`config.mk`:
```
export PLATFORM = sky130hd
export DESIGN_NAME = wot_timer
export DESIGN_NICKNAME = d
export VERILOG_FILES = /design/src/wot_pkg.sv /design/src/wot_timer.sv
export VERILOG_INCLUDE_DIRS = /design/src /design/src/src
export SDC_FILE = /design/constraint.sdc
export NUM_CORES = 1
export LEC_CHECK = 0
export BUFFER_PORTS_ARGS = -buffer_cell sky130_fd_sc_hd__buf_4
export CORE_MARGIN = 2
export CORE_UTILIZATION = 35
export DETAILED_ROUTE_END_ITERATION = 7
export SLEW_MARGIN = 20
export SYNTH_ARGS = -nofsm -noshare
export SYNTH_HDL_FRONTEND = slang
export SYNTH_SLANG_ARGS = --single-unit
```
`constraint.sdc`:
```
create_clock -name CLK -period 3.2 [get_ports CLK]
set_input_delay 0.32 -clock CLK [delete_from_list [all_inputs] [get_ports CLK]]
set_output_delay 0.32 -clock CLK [all_outputs]
set_load 0.01 [all_outputs]
```
`src/wot_map.svh`:
```
/*
 Register offsets, field positions, reset values and divider counts
 of the wait one-shot timer. Definitions only; included by the timer.
*/
`ifndef WOT_MAP_SVH
`define WOT_MAP_SVH

// Byte offsets on the register port
`define WOT_ADDR_TCR        16'h0108
`define WOT_ADDR_OCR        16'h0109
`define WOT_ADDR_IOC        16'h010A
`define WOT_ADDR_SRC        16'h010B
`define WOT_ADDR_PRE        16'h010C
`define WOT_ADDR_SEC        16'h010D
`define WOT_ADDR_PRI        16'h010E

// timer_control_reg fields
`define WOT_TCR_START       0
`define WOT_TCR_FLAG        1
`define WOT_TCR_FSTOP       2

// one_shot_control_reg fields
`define WOT_OCR_OSSTART     0
`define WOT_OCR_OSSTOP      1
`define WOT_OCR_OSFLAG      2

// output_trigger_control fields
`define WOT_IOC_LEVEL       0
`define WOT_IOC_SWITCH      1
`define WOT_IOC_TRIG_EN     2
`define WOT_IOC_TRIG_POL    3
`define WOT_IOC_IMPL_W      4

// Reset values
`define WOT_RST_BYTE        8'h00
`define WOT_RST_IOC         4'h0
`define WOT_RST_RELOAD      8'hFF

// Divider terminal counts for the internal count sources
`define WOT_DIV_F2          1'h1
`define WOT_DIV_F8          3'h7

`endif

```
`src/wot_pkg.sv`:
```
/*
 Types of the wait one-shot timer.
 Assumes the map header supplies all numeric constants.
*/
package wot_pkg;

   typedef enum logic [1:0]
   {
      WOT_IDLE,
      WOT_WAIT,
      WOT_PULSE
   } wot_state_type;

   typedef enum logic [1:0]
   {
      WOT_SRC_F1,
      WOT_SRC_F2,
      WOT_SRC_F8,
      WOT_SRC_COMPANION
   } wot_src_type;

endpackage

```
`src/wot_timer.sv`:
```
/*
 8-bit timer with 8-bit prescaler in programmable wait one-shot mode,
 with byte register port, external trigger pin and pulse output.
 Assumes all inputs are synchronous to CLK except EXT_TRIGGER_IN, and
 that COMPANION_UNDERFLOW is a one-cycle pulse from a companion timer.
*/
`timescale 1ns/10ps
`default_nettype none
`include "wot_map.svh"

// Notes on behaviour
// - Level bit picks pulse and idle polarity
// - Trigger enable gates external pin trigger
// - Polarity bit: 0 falling, 1 rising
// - Upper four control bits read zero
// - Halted after reset; load before start
// - Count pair read as separate bytes
// - Stop or one-shot stop reloads, halts
// - Start flag sets after 1-2 source cycles
// - Stop flag clears after 1-2 source cycles
// - Forced stop halts immediately
// - One-shot flag changes after 1-2 source cycles
// - Crossed one-shot start/stop: either result
// - Stopped writes load counter; running, reload only
// - Wait on primary, pulse on secondary
module wot_timer
   import wot_pkg::*;
(
   // Clock and reset
   input  wire logic        CLK,
   input  wire logic        NRST,
   // Register port
   input  wire logic [15:0] ADDR,
   input  wire logic [7:0]  WDATA,
   input  wire logic        WR,
   input  wire logic        RD,
   output logic      [7:0]  RDATA,
   // Trigger and count source
   input  wire logic        EXT_TRIGGER_IN,
   input  wire logic        COMPANION_UNDERFLOW,
   // Timer outputs
   output logic             PULSE_OUT,
   output logic             COUNTING
);

   function automatic logic hit(input logic [15:0] a, input logic [15:0] off);
      hit = (a == off);
   endfunction

   logic            start_reg;
   logic            start_next;
   logic            run_flag_reg;
   logic            run_flag_next;
   logic            run_stage_reg;
   logic            run_stage_next;
   logic            os_target_reg;
   logic            os_target_next;
   logic            os_flag_reg;
   logic            os_flag_next;
   logic            os_stage_reg;
   logic            os_stage_next;
   logic [3:0]      ioc_reg;
   wot_src_type     src_reg;
   logic [2:0]      div_reg;
   logic [7:0]      pre_rl_reg;
   logic [7:0]      sec_rl_reg;
   logic [7:0]      pri_rl_reg;
   logic [7:0]      pre_cnt_reg;
   logic [7:0]      pre_cnt_next;
   logic [7:0]      cnt_reg;
   logic [7:0]      cnt_next;
   wot_state_type   state_reg;
   wot_state_type   state_next;
   logic            trig_s1_reg;
   logic            trig_s2_reg;
   logic            trig_s3_reg;
   logic [7:0]      rdata_reg;
   logic            pulse_out_reg;

   // Register decode
   wire wr_tcr  = WR && hit(ADDR, `WOT_ADDR_TCR);
   wire wr_ocr  = WR && hit(ADDR, `WOT_ADDR_OCR);
   wire wr_ioc  = WR && hit(ADDR, `WOT_ADDR_IOC);
   wire wr_src  = WR && hit(ADDR, `WOT_ADDR_SRC);
   wire wr_pre  = WR && hit(ADDR, `WOT_ADDR_PRE);
   wire wr_sec  = WR && hit(ADDR, `WOT_ADDR_SEC);
   wire wr_pri  = WR && hit(ADDR, `WOT_ADDR_PRI);

   wire force_stop   = wr_tcr && WDATA[`WOT_TCR_FSTOP];
   wire level_sel    = ioc_reg[`WOT_IOC_LEVEL];
   wire trig_en      = ioc_reg[`WOT_IOC_TRIG_EN];
   wire trig_pol     = ioc_reg[`WOT_IOC_TRIG_POL];

   // Count source select
   wire src_tick = (src_reg == WOT_SRC_F1) ? 1'b1 :
                   (src_reg == WOT_SRC_F2) ? (div_reg[0] == `WOT_DIV_F2) :
                   (src_reg == WOT_SRC_F8) ? (div_reg == `WOT_DIV_F8) :
                   COMPANION_UNDERFLOW;

   // External trigger edge; s1 is read only by s2
   wire rise_edge = trig_s2_reg && !trig_s3_reg;
   wire fall_edge = !trig_s2_reg && trig_s3_reg;
   wire ext_edge  = (trig_pol ? rise_edge : fall_edge) && trig_en && run_flag_reg;

   wire os_start_req = (wr_ocr && WDATA[`WOT_OCR_OSSTART]) || ext_edge;
   wire os_stop_req  = wr_ocr && WDATA[`WOT_OCR_OSSTOP];

   // Counting chain
   wire count_en = run_flag_reg && os_flag_reg && (state_reg != WOT_IDLE) && src_tick;
   wire pre_uf   = count_en && (pre_cnt_reg == 8'h00);
   wire main_uf  = pre_uf && (cnt_reg == 8'h00);
   wire sec_done = main_uf && (state_reg == WOT_PULSE);
   wire run_fall = run_flag_reg && !run_flag_next;
   wire os_fall  = os_flag_reg && !os_flag_next && !sec_done;
   wire halt_evt = run_fall || os_fall;

   // Readback; reserved and write-only bits read zero
   wire [7:0] rd_val =
      hit(ADDR, `WOT_ADDR_TCR) ? {5'h00, 1'b0, run_flag_reg, start_reg} :
      hit(ADDR, `WOT_ADDR_OCR) ? {5'h00, os_flag_reg, 2'h0} :
      hit(ADDR, `WOT_ADDR_IOC) ? {4'h0, ioc_reg} :
      hit(ADDR, `WOT_ADDR_SRC) ? {6'h00, src_reg} :
      hit(ADDR, `WOT_ADDR_PRE) ? pre_cnt_reg :
      hit(ADDR, `WOT_ADDR_SEC) ? sec_rl_reg :
      hit(ADDR, `WOT_ADDR_PRI) ? cnt_reg :
      `WOT_RST_BYTE;

   // Start bit; forced stop clears it too
   assign start_next = force_stop ? 1'b0 :
                       wr_tcr ? WDATA[`WOT_TCR_START] : start_reg;

   // Run flag follows start bit after two source ticks, forced stop at once
   always_comb
   begin
      run_flag_next  = run_flag_reg;
      run_stage_next = run_stage_reg;
      if (force_stop)
      begin
         run_flag_next  = 1'b0;
         run_stage_next = 1'b0;
      end
      else if (start_reg == run_flag_reg)
         run_stage_next = 1'b0;
      else if (src_tick)
      begin
         if (run_stage_reg)
         begin
            run_flag_next  = start_reg;
            run_stage_next = 1'b0;
         end
         else
            run_stage_next = 1'b1;
      end
   end

   // One-shot flag; a late request overrides a pending one
   always_comb
   begin
      os_target_next = os_target_reg;
      os_flag_next   = os_flag_reg;
      os_stage_next  = os_stage_reg;
      if (os_stop_req)
         os_target_next = 1'b0;
      else if (os_start_req)
         os_target_next = 1'b1;
      if (force_stop || run_fall || sec_done)
      begin
         os_target_next = 1'b0;
         os_flag_next   = 1'b0;
         os_stage_next  = 1'b0;
      end
      else if (os_target_reg == os_flag_reg)
         os_stage_next = 1'b0;
      else if (src_tick)
      begin
         if (os_stage_reg)
         begin
            os_flag_next  = os_target_reg;
            os_stage_next = 1'b0;
         end
         else
            os_stage_next = 1'b1;
      end
   end

   // Prescaler, counter and phase
   always_comb
   begin
      pre_cnt_next = pre_cnt_reg;
      cnt_next     = cnt_reg;
      state_next   = state_reg;
      if (halt_evt)
      begin
         pre_cnt_next = pre_rl_reg;
         cnt_next     = pri_rl_reg;
         state_next   = WOT_IDLE;
      end
      else if (count_en)
      begin
         pre_cnt_next = pre_uf ? pre_rl_reg : pre_cnt_reg - 8'h01;
         if (main_uf)
         begin
            case (state_reg)
               WOT_WAIT:
               begin
                  cnt_next   = sec_rl_reg;
                  state_next = WOT_PULSE;
               end
               WOT_PULSE:
               begin
                  cnt_next   = pri_rl_reg;
                  state_next = WOT_IDLE;
               end
               default:
                  state_next = WOT_IDLE;
            endcase
         end
         else if (pre_uf)
            cnt_next = cnt_reg - 8'h01;
      end
      else if (!os_flag_reg && os_flag_next && run_flag_reg)
         state_next = WOT_WAIT;
      // Stopped writes reach the counters; running writes wait for reload
      if (!run_flag_reg && wr_pre)
         pre_cnt_next = WDATA;
      if (!run_flag_reg && wr_pri)
         cnt_next = WDATA;
   end

   // Control state; halted after reset
   always_ff @(posedge CLK or negedge NRST)
   begin
      if (!NRST)
      begin
         start_reg     <= 1'b0;
         run_flag_reg  <= 1'b0;
         run_stage_reg <= 1'b0;
         os_target_reg <= 1'b0;
         os_flag_reg   <= 1'b0;
         os_stage_reg  <= 1'b0;
         state_reg     <= WOT_IDLE;
      end
      else
      begin
         start_reg     <= start_next;
         run_flag_reg  <= run_flag_next;
         run_stage_reg <= run_stage_next;
         os_target_reg <= os_target_next;
         os_flag_reg   <= os_flag_next;
         os_stage_reg  <= os_stage_next;
         state_reg     <= state_next;
      end
   end

   // Configuration and reload registers; output switch bit stored only
   always_ff @(posedge CLK or negedge NRST)
   begin
      if (!NRST)
      begin
         ioc_reg    <= `WOT_RST_IOC;
         src_reg    <= WOT_SRC_F1;
         pre_rl_reg <= `WOT_RST_RELOAD;
         sec_rl_reg <= `WOT_RST_RELOAD;
         pri_rl_reg <= `WOT_RST_RELOAD;
      end
      else
      begin
         if (wr_ioc)
            ioc_reg <= WDATA[`WOT_IOC_IMPL_W-1:0];
         if (wr_src)
            src_reg <= wot_src_type'(WDATA[1:0]);
         if (wr_pre)
            pre_rl_reg <= WDATA;
         if (wr_sec)
            sec_rl_reg <= WDATA;
         if (wr_pri)
            pri_rl_reg <= WDATA;
      end
   end

   // Counters, divider, trigger synchroniser, outputs
   always_ff @(posedge CLK or negedge NRST)
   begin
      if (!NRST)
      begin
         pre_cnt_reg   <= `WOT_RST_RELOAD;
         cnt_reg       <= `WOT_RST_RELOAD;
         div_reg       <= 3'h0;
         trig_s1_reg   <= 1'b0;
         trig_s2_reg   <= 1'b0;
         trig_s3_reg   <= 1'b0;
         rdata_reg     <= `WOT_RST_BYTE;
         pulse_out_reg <= 1'b0;
      end
      else
      begin
         pre_cnt_reg   <= pre_cnt_next;
         cnt_reg       <= cnt_next;
         div_reg       <= div_reg + 3'h1;
         trig_s1_reg   <= EXT_TRIGGER_IN;
         trig_s2_reg   <= trig_s1_reg;
         trig_s3_reg   <= trig_s2_reg;
         rdata_reg     <= RD ? rd_val : `WOT_RST_BYTE;
         pulse_out_reg <= (state_reg == WOT_PULSE) ^ level_sel;
      end
   end

   assign RDATA     = rdata_reg;
   assign PULSE_OUT = pulse_out_reg;
   assign COUNTING  = run_flag_reg;
endmodule
`default_nettype wire

```
Word level (Yosys, flattened, before mapping)
Index checks and enable logic that the tools add are counted.

Register bits after elaboration: 69. Bits in latches: 0. RAM bits: 0. Bits in read-only memories: 0. Output and inout port bits: 10. Word-level logic and storage cells: 140. Memories: 0.

Add/subtract/negate cells: 3. Multiply operators: 0. Divide/modulo/power cells: 0. Order comparisons: 0. Equal/unequal tests: 16. Shifts and indexed selects: 0. Multiplexer cells: 48. Bitwise gates (word level): 1. Reductions and logical operators: 52.

Operators with widths (number): $mux W8 (17); $eq A16 B9 Y1 const B (7); $logic_and A1 B1 Y1 (27); $mux W1 (25); $reduce_bool A3 Y1 (6); $logic_not A8 Y1 (2); $pmux W8 S2 (1); $sub A8 B1 Y8 const B (2); $mux W2 (5); $logic_not A1 Y1 (7); $ne A5 B1 Y1 const B (1); $eq A2 B1 Y1 const B (2); $eq A2 B2 Y1 const B (2); $logic_or A1 B1 Y1 (4); $reduce_bool A2 Y1 (2); $reduce_bool A4 Y1 (1); $add A3 B1 Y3 const B (1); $eq A3 B3 Y1 const B (1); $ne A3 B1 Y1 const B (1); $reduce_and A3 Y1 (1); $eq A1 B1 Y1 (2); $logic_not A2 Y1 (1); $reduce_and A2 Y1 (1); $xor A1 B1 Y1 (1).

Longest topological paths before layout
Depth after elaboration: 18. Depth in mapped cells: 10.

Least setup slack after synthesis
OpenSTA, ideal clock, no wires.

Path kind: register to register. Start: register div_reg[0]. End: register pre_cnt_reg[5]. Setup time: 98 ps. Data arrival time: 2361 ps. Data required time: 3102 ps. Setup slack: 740 ps. Stages on the path, launching flop included: 9. Path buffers: 0. Clock period less this slack: 2460 ps. Cells stage by stage: dfrtp_1 ha_1 ha_1 mux2i_1 a211oi_1 o31ai_2 nand2_2 or3_1 o311ai_1.

Longest elaborated chain between the ends: 18. Elaborated cells between the ends (all ways): 28.

RTL lines: start, declared (line wot_timer.sv:64) `logic [2:0] div_reg;`; start signal, assigned (line wot_timer.sv:299) `div_reg <= div_reg + 3'h1;`; $eq A3 B3 Y1 (no line); $mux W1 (line wot_timer.sv:97) `` (src_reg == WOT_SRC_F8) ? (div_reg == `WOT_DIV_F8) : ``; $mux W1 (*) (line wot_timer.sv:96) `` (src_reg == WOT_SRC_F2) ? (div_reg[0] == `WOT_DIV_F2) : ``; $mux W1 (*) (line wot_timer.sv:95) `wire src_tick = (src_reg == WOT_SRC_F1) ? 1'b1 :`; $mux W1 (line wot_timer.sv:144) `else if (src_tick)`; $mux W1 (line wot_timer.sv:142) `else if (start_reg == run_flag_reg)`; $mux W1 (line wot_timer.sv:137) `if (force_stop)`; $logic_not A1 Y1 (line wot_timer.sv:113) `wire run_fall = run_flag_reg && !run_flag_next;`; $logic_and A1 B1 Y1 (line wot_timer.sv:113); $logic_or A1 B1 Y1 (2 in a row) (line wot_timer.sv:166) `if (force_stop || run_fall || sec_done)`; $mux W1 (line wot_timer.sv:166); $logic_not A1 Y1 (line wot_timer.sv:114) `wire os_fall = os_flag_reg && !os_flag_next && !sec_done;`; $logic_and A1 B1 Y1 (2 in a row) (line wot_timer.sv:114); $logic_or A1 B1 Y1 (line wot_timer.sv:115) `wire halt_evt = run_fall || os_fall;`; $mux W8 (line wot_timer.sv:192) `if (halt_evt)`; $mux W8 (line wot_timer.sv:224) `if (!run_flag_reg && wr_pre)`; end signal, assigned (line wot_timer.sv:286) `` pre_cnt_reg <= `WOT_RST_RELOAD; ``; end signal, assigned (line wot_timer.sv:297) `pre_cnt_reg <= pre_cnt_next;`; end, declared (line wot_timer.sv:68) `logic [7:0] pre_cnt_reg;`.

Every way passes the cells marked *; elsewhere a longest branch is shown, timed or not. The select of a mux whose other input is x is not followed. A chain may end at the register's enable or synchronous reset.

Worst setup path after layout
Start: register cnt_reg[0]. End: register cnt_reg[0].

Longest elaborated chain between the ends: 11. Elaborated cells between the ends (all ways): 20.

RTL lines: start, declared (line wot_timer.sv:70) `logic [7:0] cnt_reg;`; start signal, assigned (line wot_timer.sv:287) `` cnt_reg <= `WOT_RST_RELOAD; ``; start signal, assigned (line wot_timer.sv:298) `cnt_reg <= cnt_next;`; branches (longest 11 deep; another with $sub A8 B1 Y8).

Parallel ways; which one is timed is not known. The select of a mux whose other input is x is not followed.

==> out/metrics.csv <==
stage,metric,value,unit
cts,root buf cell,clkbuf_8,
route,DR vias,3119,
power,sw frac,0.254,
cells_and_area,Final Cell Area,4490,um2
grt,largest net degree at the start of global routing,70,
sta,"Setup violations, final",0,
worst_setup_path,Crit Reg-Reg Startpoint,cnt_reg[0]$_DFFE_PN1P_,
power,Pint,1280,uW
logic_synthesis,Synth top area share,0.274,
power,Psw,435,uW
die,Die Span Y,109,um
worst_setup_path,cell chain of the critical path,"inv_1, ha_1, or4b_1, nor4_2, nand4_1, a211o_1, o22ai_2, o21ai_0",
worst_hold_path,Worst Hold Launch,EXT_TRIGGER_IN,
grt,GRT Util Overall,0.194,
cells_and_area,filler cell count,1097,
cts,post_cts resized,0,
sta,Peak Freq,347,MHz
logic_synthesis,main flop type after synthesis,dfstp_2,
placed_design,"Cell Area, Placed",4280,um2
sta,worst setup margin,0.317,ns
placed_design,half-perimeter wire length after placement,7530,um
worst_setup_path,Levels on crit path,8,
worst_hold_path,hold crit path type,in2reg,
cts,CTS tree,built,
sta,skew final,0.00738,ns
worst_setup_path,reg2reg path depth,8,
worst_hold_path,hold depth,1,
die,Die Area,11800,um2
die,die width,109,um
cts,cts bufs inserted,9,
placed_design,input/output buffers,39,
logic_synthesis,post-synthesis cell count,376,
logic_synthesis,Synth area leader,dfstp_2,
logic_synthesis,Syn. warnings,0,
sta,slew margin rel.,0.412,
worst_setup_path,Worst Path Arrival,3.15,ns
cells_and_area,"most common cell after layout, fill and taps aside",buf_4,
route,drt total wl,10600,um
grt,vias in the first global route,3238,
worst_setup_path,WP buf/inv,1,
sta,Max Slew Vio Count,0,
power,Combinational Power Share,0.051,
placed_design,Final GP Congestion,0.891,
die,core region area,10700,um2
die,Boundary Pins,40,
cells_and_area,footprint of the multi-input gates,1960,um2
logic_synthesis,Synth Area per Inst,10.2,um2
power,cell leakage power,0.00200,uW
worst_setup_path,Worst setup SP type,flip-flop,
cells_and_area,register area,1780,um2
sta,crit share post-route,0.901,
sta,final hold vios,0,
power,clock power share,0.437,
cts,clock latency on the worst-skew pair,0.36,ns
logic_synthesis,Netlist Area Pre-Place,3830,um2
logic_synthesis,"flops & latches, synth",69,
worst_setup_path,max incr delay on CP,0.54,ns
route,vias per inst,5.57,
route,initial drt markers,195,
grt,gr ovfl total,0,
cts,H-tree depth,3,
cells_and_area,nets,450,
route,Pre-antenna DRT Iters,4,
cells_and_area,area grow syn2layout,17.1,%
sta,Slew @ Worst Pin,0.882,ns
route,drt wl/cell,19.0,um
power,Peak supply drop,0.172,mV
worst_setup_path,kind of cell adding the most delay to the critical path,simple AND/OR/NAND/NOR gates,
cts,"Setup Fix Bufs, Post-CTS",0,
die,initial core utilization,0.357,
cts,Clock Sinks,69,
worst_setup_path,Worst Path Max Fanout,12,
worst_hold_path,Worst Hold End,trig_s1_reg$_DFF_PN0_,
logic_synthesis,Post-synth EDFFs,0,
logic_synthesis,Post-Syn Nets,411,
logic_synthesis,"Distinct cells, synth",62,
sta,unrepaired setup endpoints after global routing,no,
cells_and_area,Util after Layout,0.418,
worst_setup_path,crit end category,flip-flop,
logic_synthesis,fraction of the yosys area taken by sequential cells,0.463,
cts,Max clock buf depth,2,
cells_and_area,most frequent cells in the layout,"buf_4 (45), nor2_1 (40), dfstp_2 (40)",
grt,initial antenna violation count,0,
power,Final Power,1720,uW
job,max-cap viol count,0,
cts,hold buffer count at cts,0,
logic_synthesis,top area cells in the synthesized netlist,"dfstp_2 (27%), dfrtp_1 (19%), mux2_2 (9.7%)",
worst_setup_path,Crit-path slowest cell,or4b_1,
status,outcome,"complete, no violations",
worst_setup_path,Crit Path Category,reg2reg,
grt,first-pass GRT wire length,17100,um
logic_synthesis,Synth async-reset ratio,1.00,
route,Remaining DRCs,0,
worst_setup_path,Worst R2R End,cnt_reg[0]$_DFFE_PN1P_,
worst_setup_path,Critical Path RT,3.47,ns
die,Rows,38,
power,PD cells,382,nW/um2
sta,setup TNS,0,ns
sta,post-route minimum period,2.88,ns
cells_and_area,ant diodes,0,
power,sequential share of power,0.512,
cells_and_area,share of cells above drive strength 1,0.352,
route,final antenna-violating net count,0,
worst_setup_path,CP Launch Point,cnt_reg[0]$_DFFE_PN1P_,
worst_setup_path,Worst R2R Setup Slack,0.32,ns
placed_design,Setup WS pre-CTS,0.183,ns
cts,"CTS clk-pin slew, worst paths",0.08,ns
layer usage:
layer / routed length, um / vias to the layer above / track usage
met5: 0 / - / 0
met4: 144 / 0 / 0.0586
met3: 693 / 12 / 0.0526
met2: 4970 / 99 / 0.313
met1: 4800 / 1536 / 0.254
li1: - / 1472 / -
how the worst max path moves through the flow:
stage / endpoint / slack (ns)
after floorplan: pre_cnt_reg[5]$_DFFE_PN1P_ / 0.74
after CTS: cnt_reg[0]$_DFFE_PN1P_ / 0.14
after global placement: cnt_reg[3]$_DFFE_PN1P_ / 0.20
after global routing: cnt_reg[2]$_DFFE_PN1P_ / 0.02
after detailed placement: cnt_reg[0]$_DFFE_PN1P_ / 0.18
final: cnt_reg[0]$_DFFE_PN1P_ / 0.32
per-stage QoR:
stage               instances  hold slack [ns]
global route              560           0.0461
finish                    560           0.0682
global placement          544            0.334
floorplan                 376           0.0244
CTS                       560           0.0517
detailed placement        544            0.336
power by group through the flow:
stage	Sequential [uW]	Clock, uW	Combinational (uW)
final	878	751	87.4
after global routing	878	816	97.4
after CTS	878	772	88.6
after detailed placement	893	0	88.7
after global placement	893	0	87.7
after floorplan	893	0	26.4
Yosys cell counts (3+ instances only):
library cell  count
dfstp_2          40
nor2_1           40
mux2_2           33
dfrtp_1          29
a21oi_1          23
nand2_1          22
nor3_1           17
o21ai_0          17
mux2i_1          15
clkbuf_1         12
a22oi_1          10
inv_1            10
o22ai_1           8
xnor2_1           7
a31oi_1           6
nand3_1           6
ha_1              5
nor2b_1           5
nor4_1            5
a211oi_1          4
a221oi_1          4
and3_1            4
nand4_1           4
buf_1             3
xor2_1            3
cell families (layout without fill, tap and decap cells):
logic type                 Yosys count  after routing  synth area share
adders and majority gates            5              5            0.0163
AOI/OAI and AO/OA                   93             93             0.162
xor gates and xnor gates            10             10            0.0228
muxes                               48             48             0.136
and+or+nand+nor                    124            124             0.173
DFF                                 69             69             0.463
buffers and inverters               27             71            0.0271
area by class of cell:
| class | count | area share |
|---|---|---|
| Tap cell | 140 | 0.0390 |
| Timing Repair Buffer | 45 | 0.0752 |
| Clock inverter | 7 | 0.0178 |
| Clock buffer | 9 | 0.0276 |
| Multi-Input combinational cell | 280 | 0.436 |
| Sequential cell | 69 | 0.396 |
| Inverter | 10 | 0.00836 |
Power figures use the tool's default switching activity.
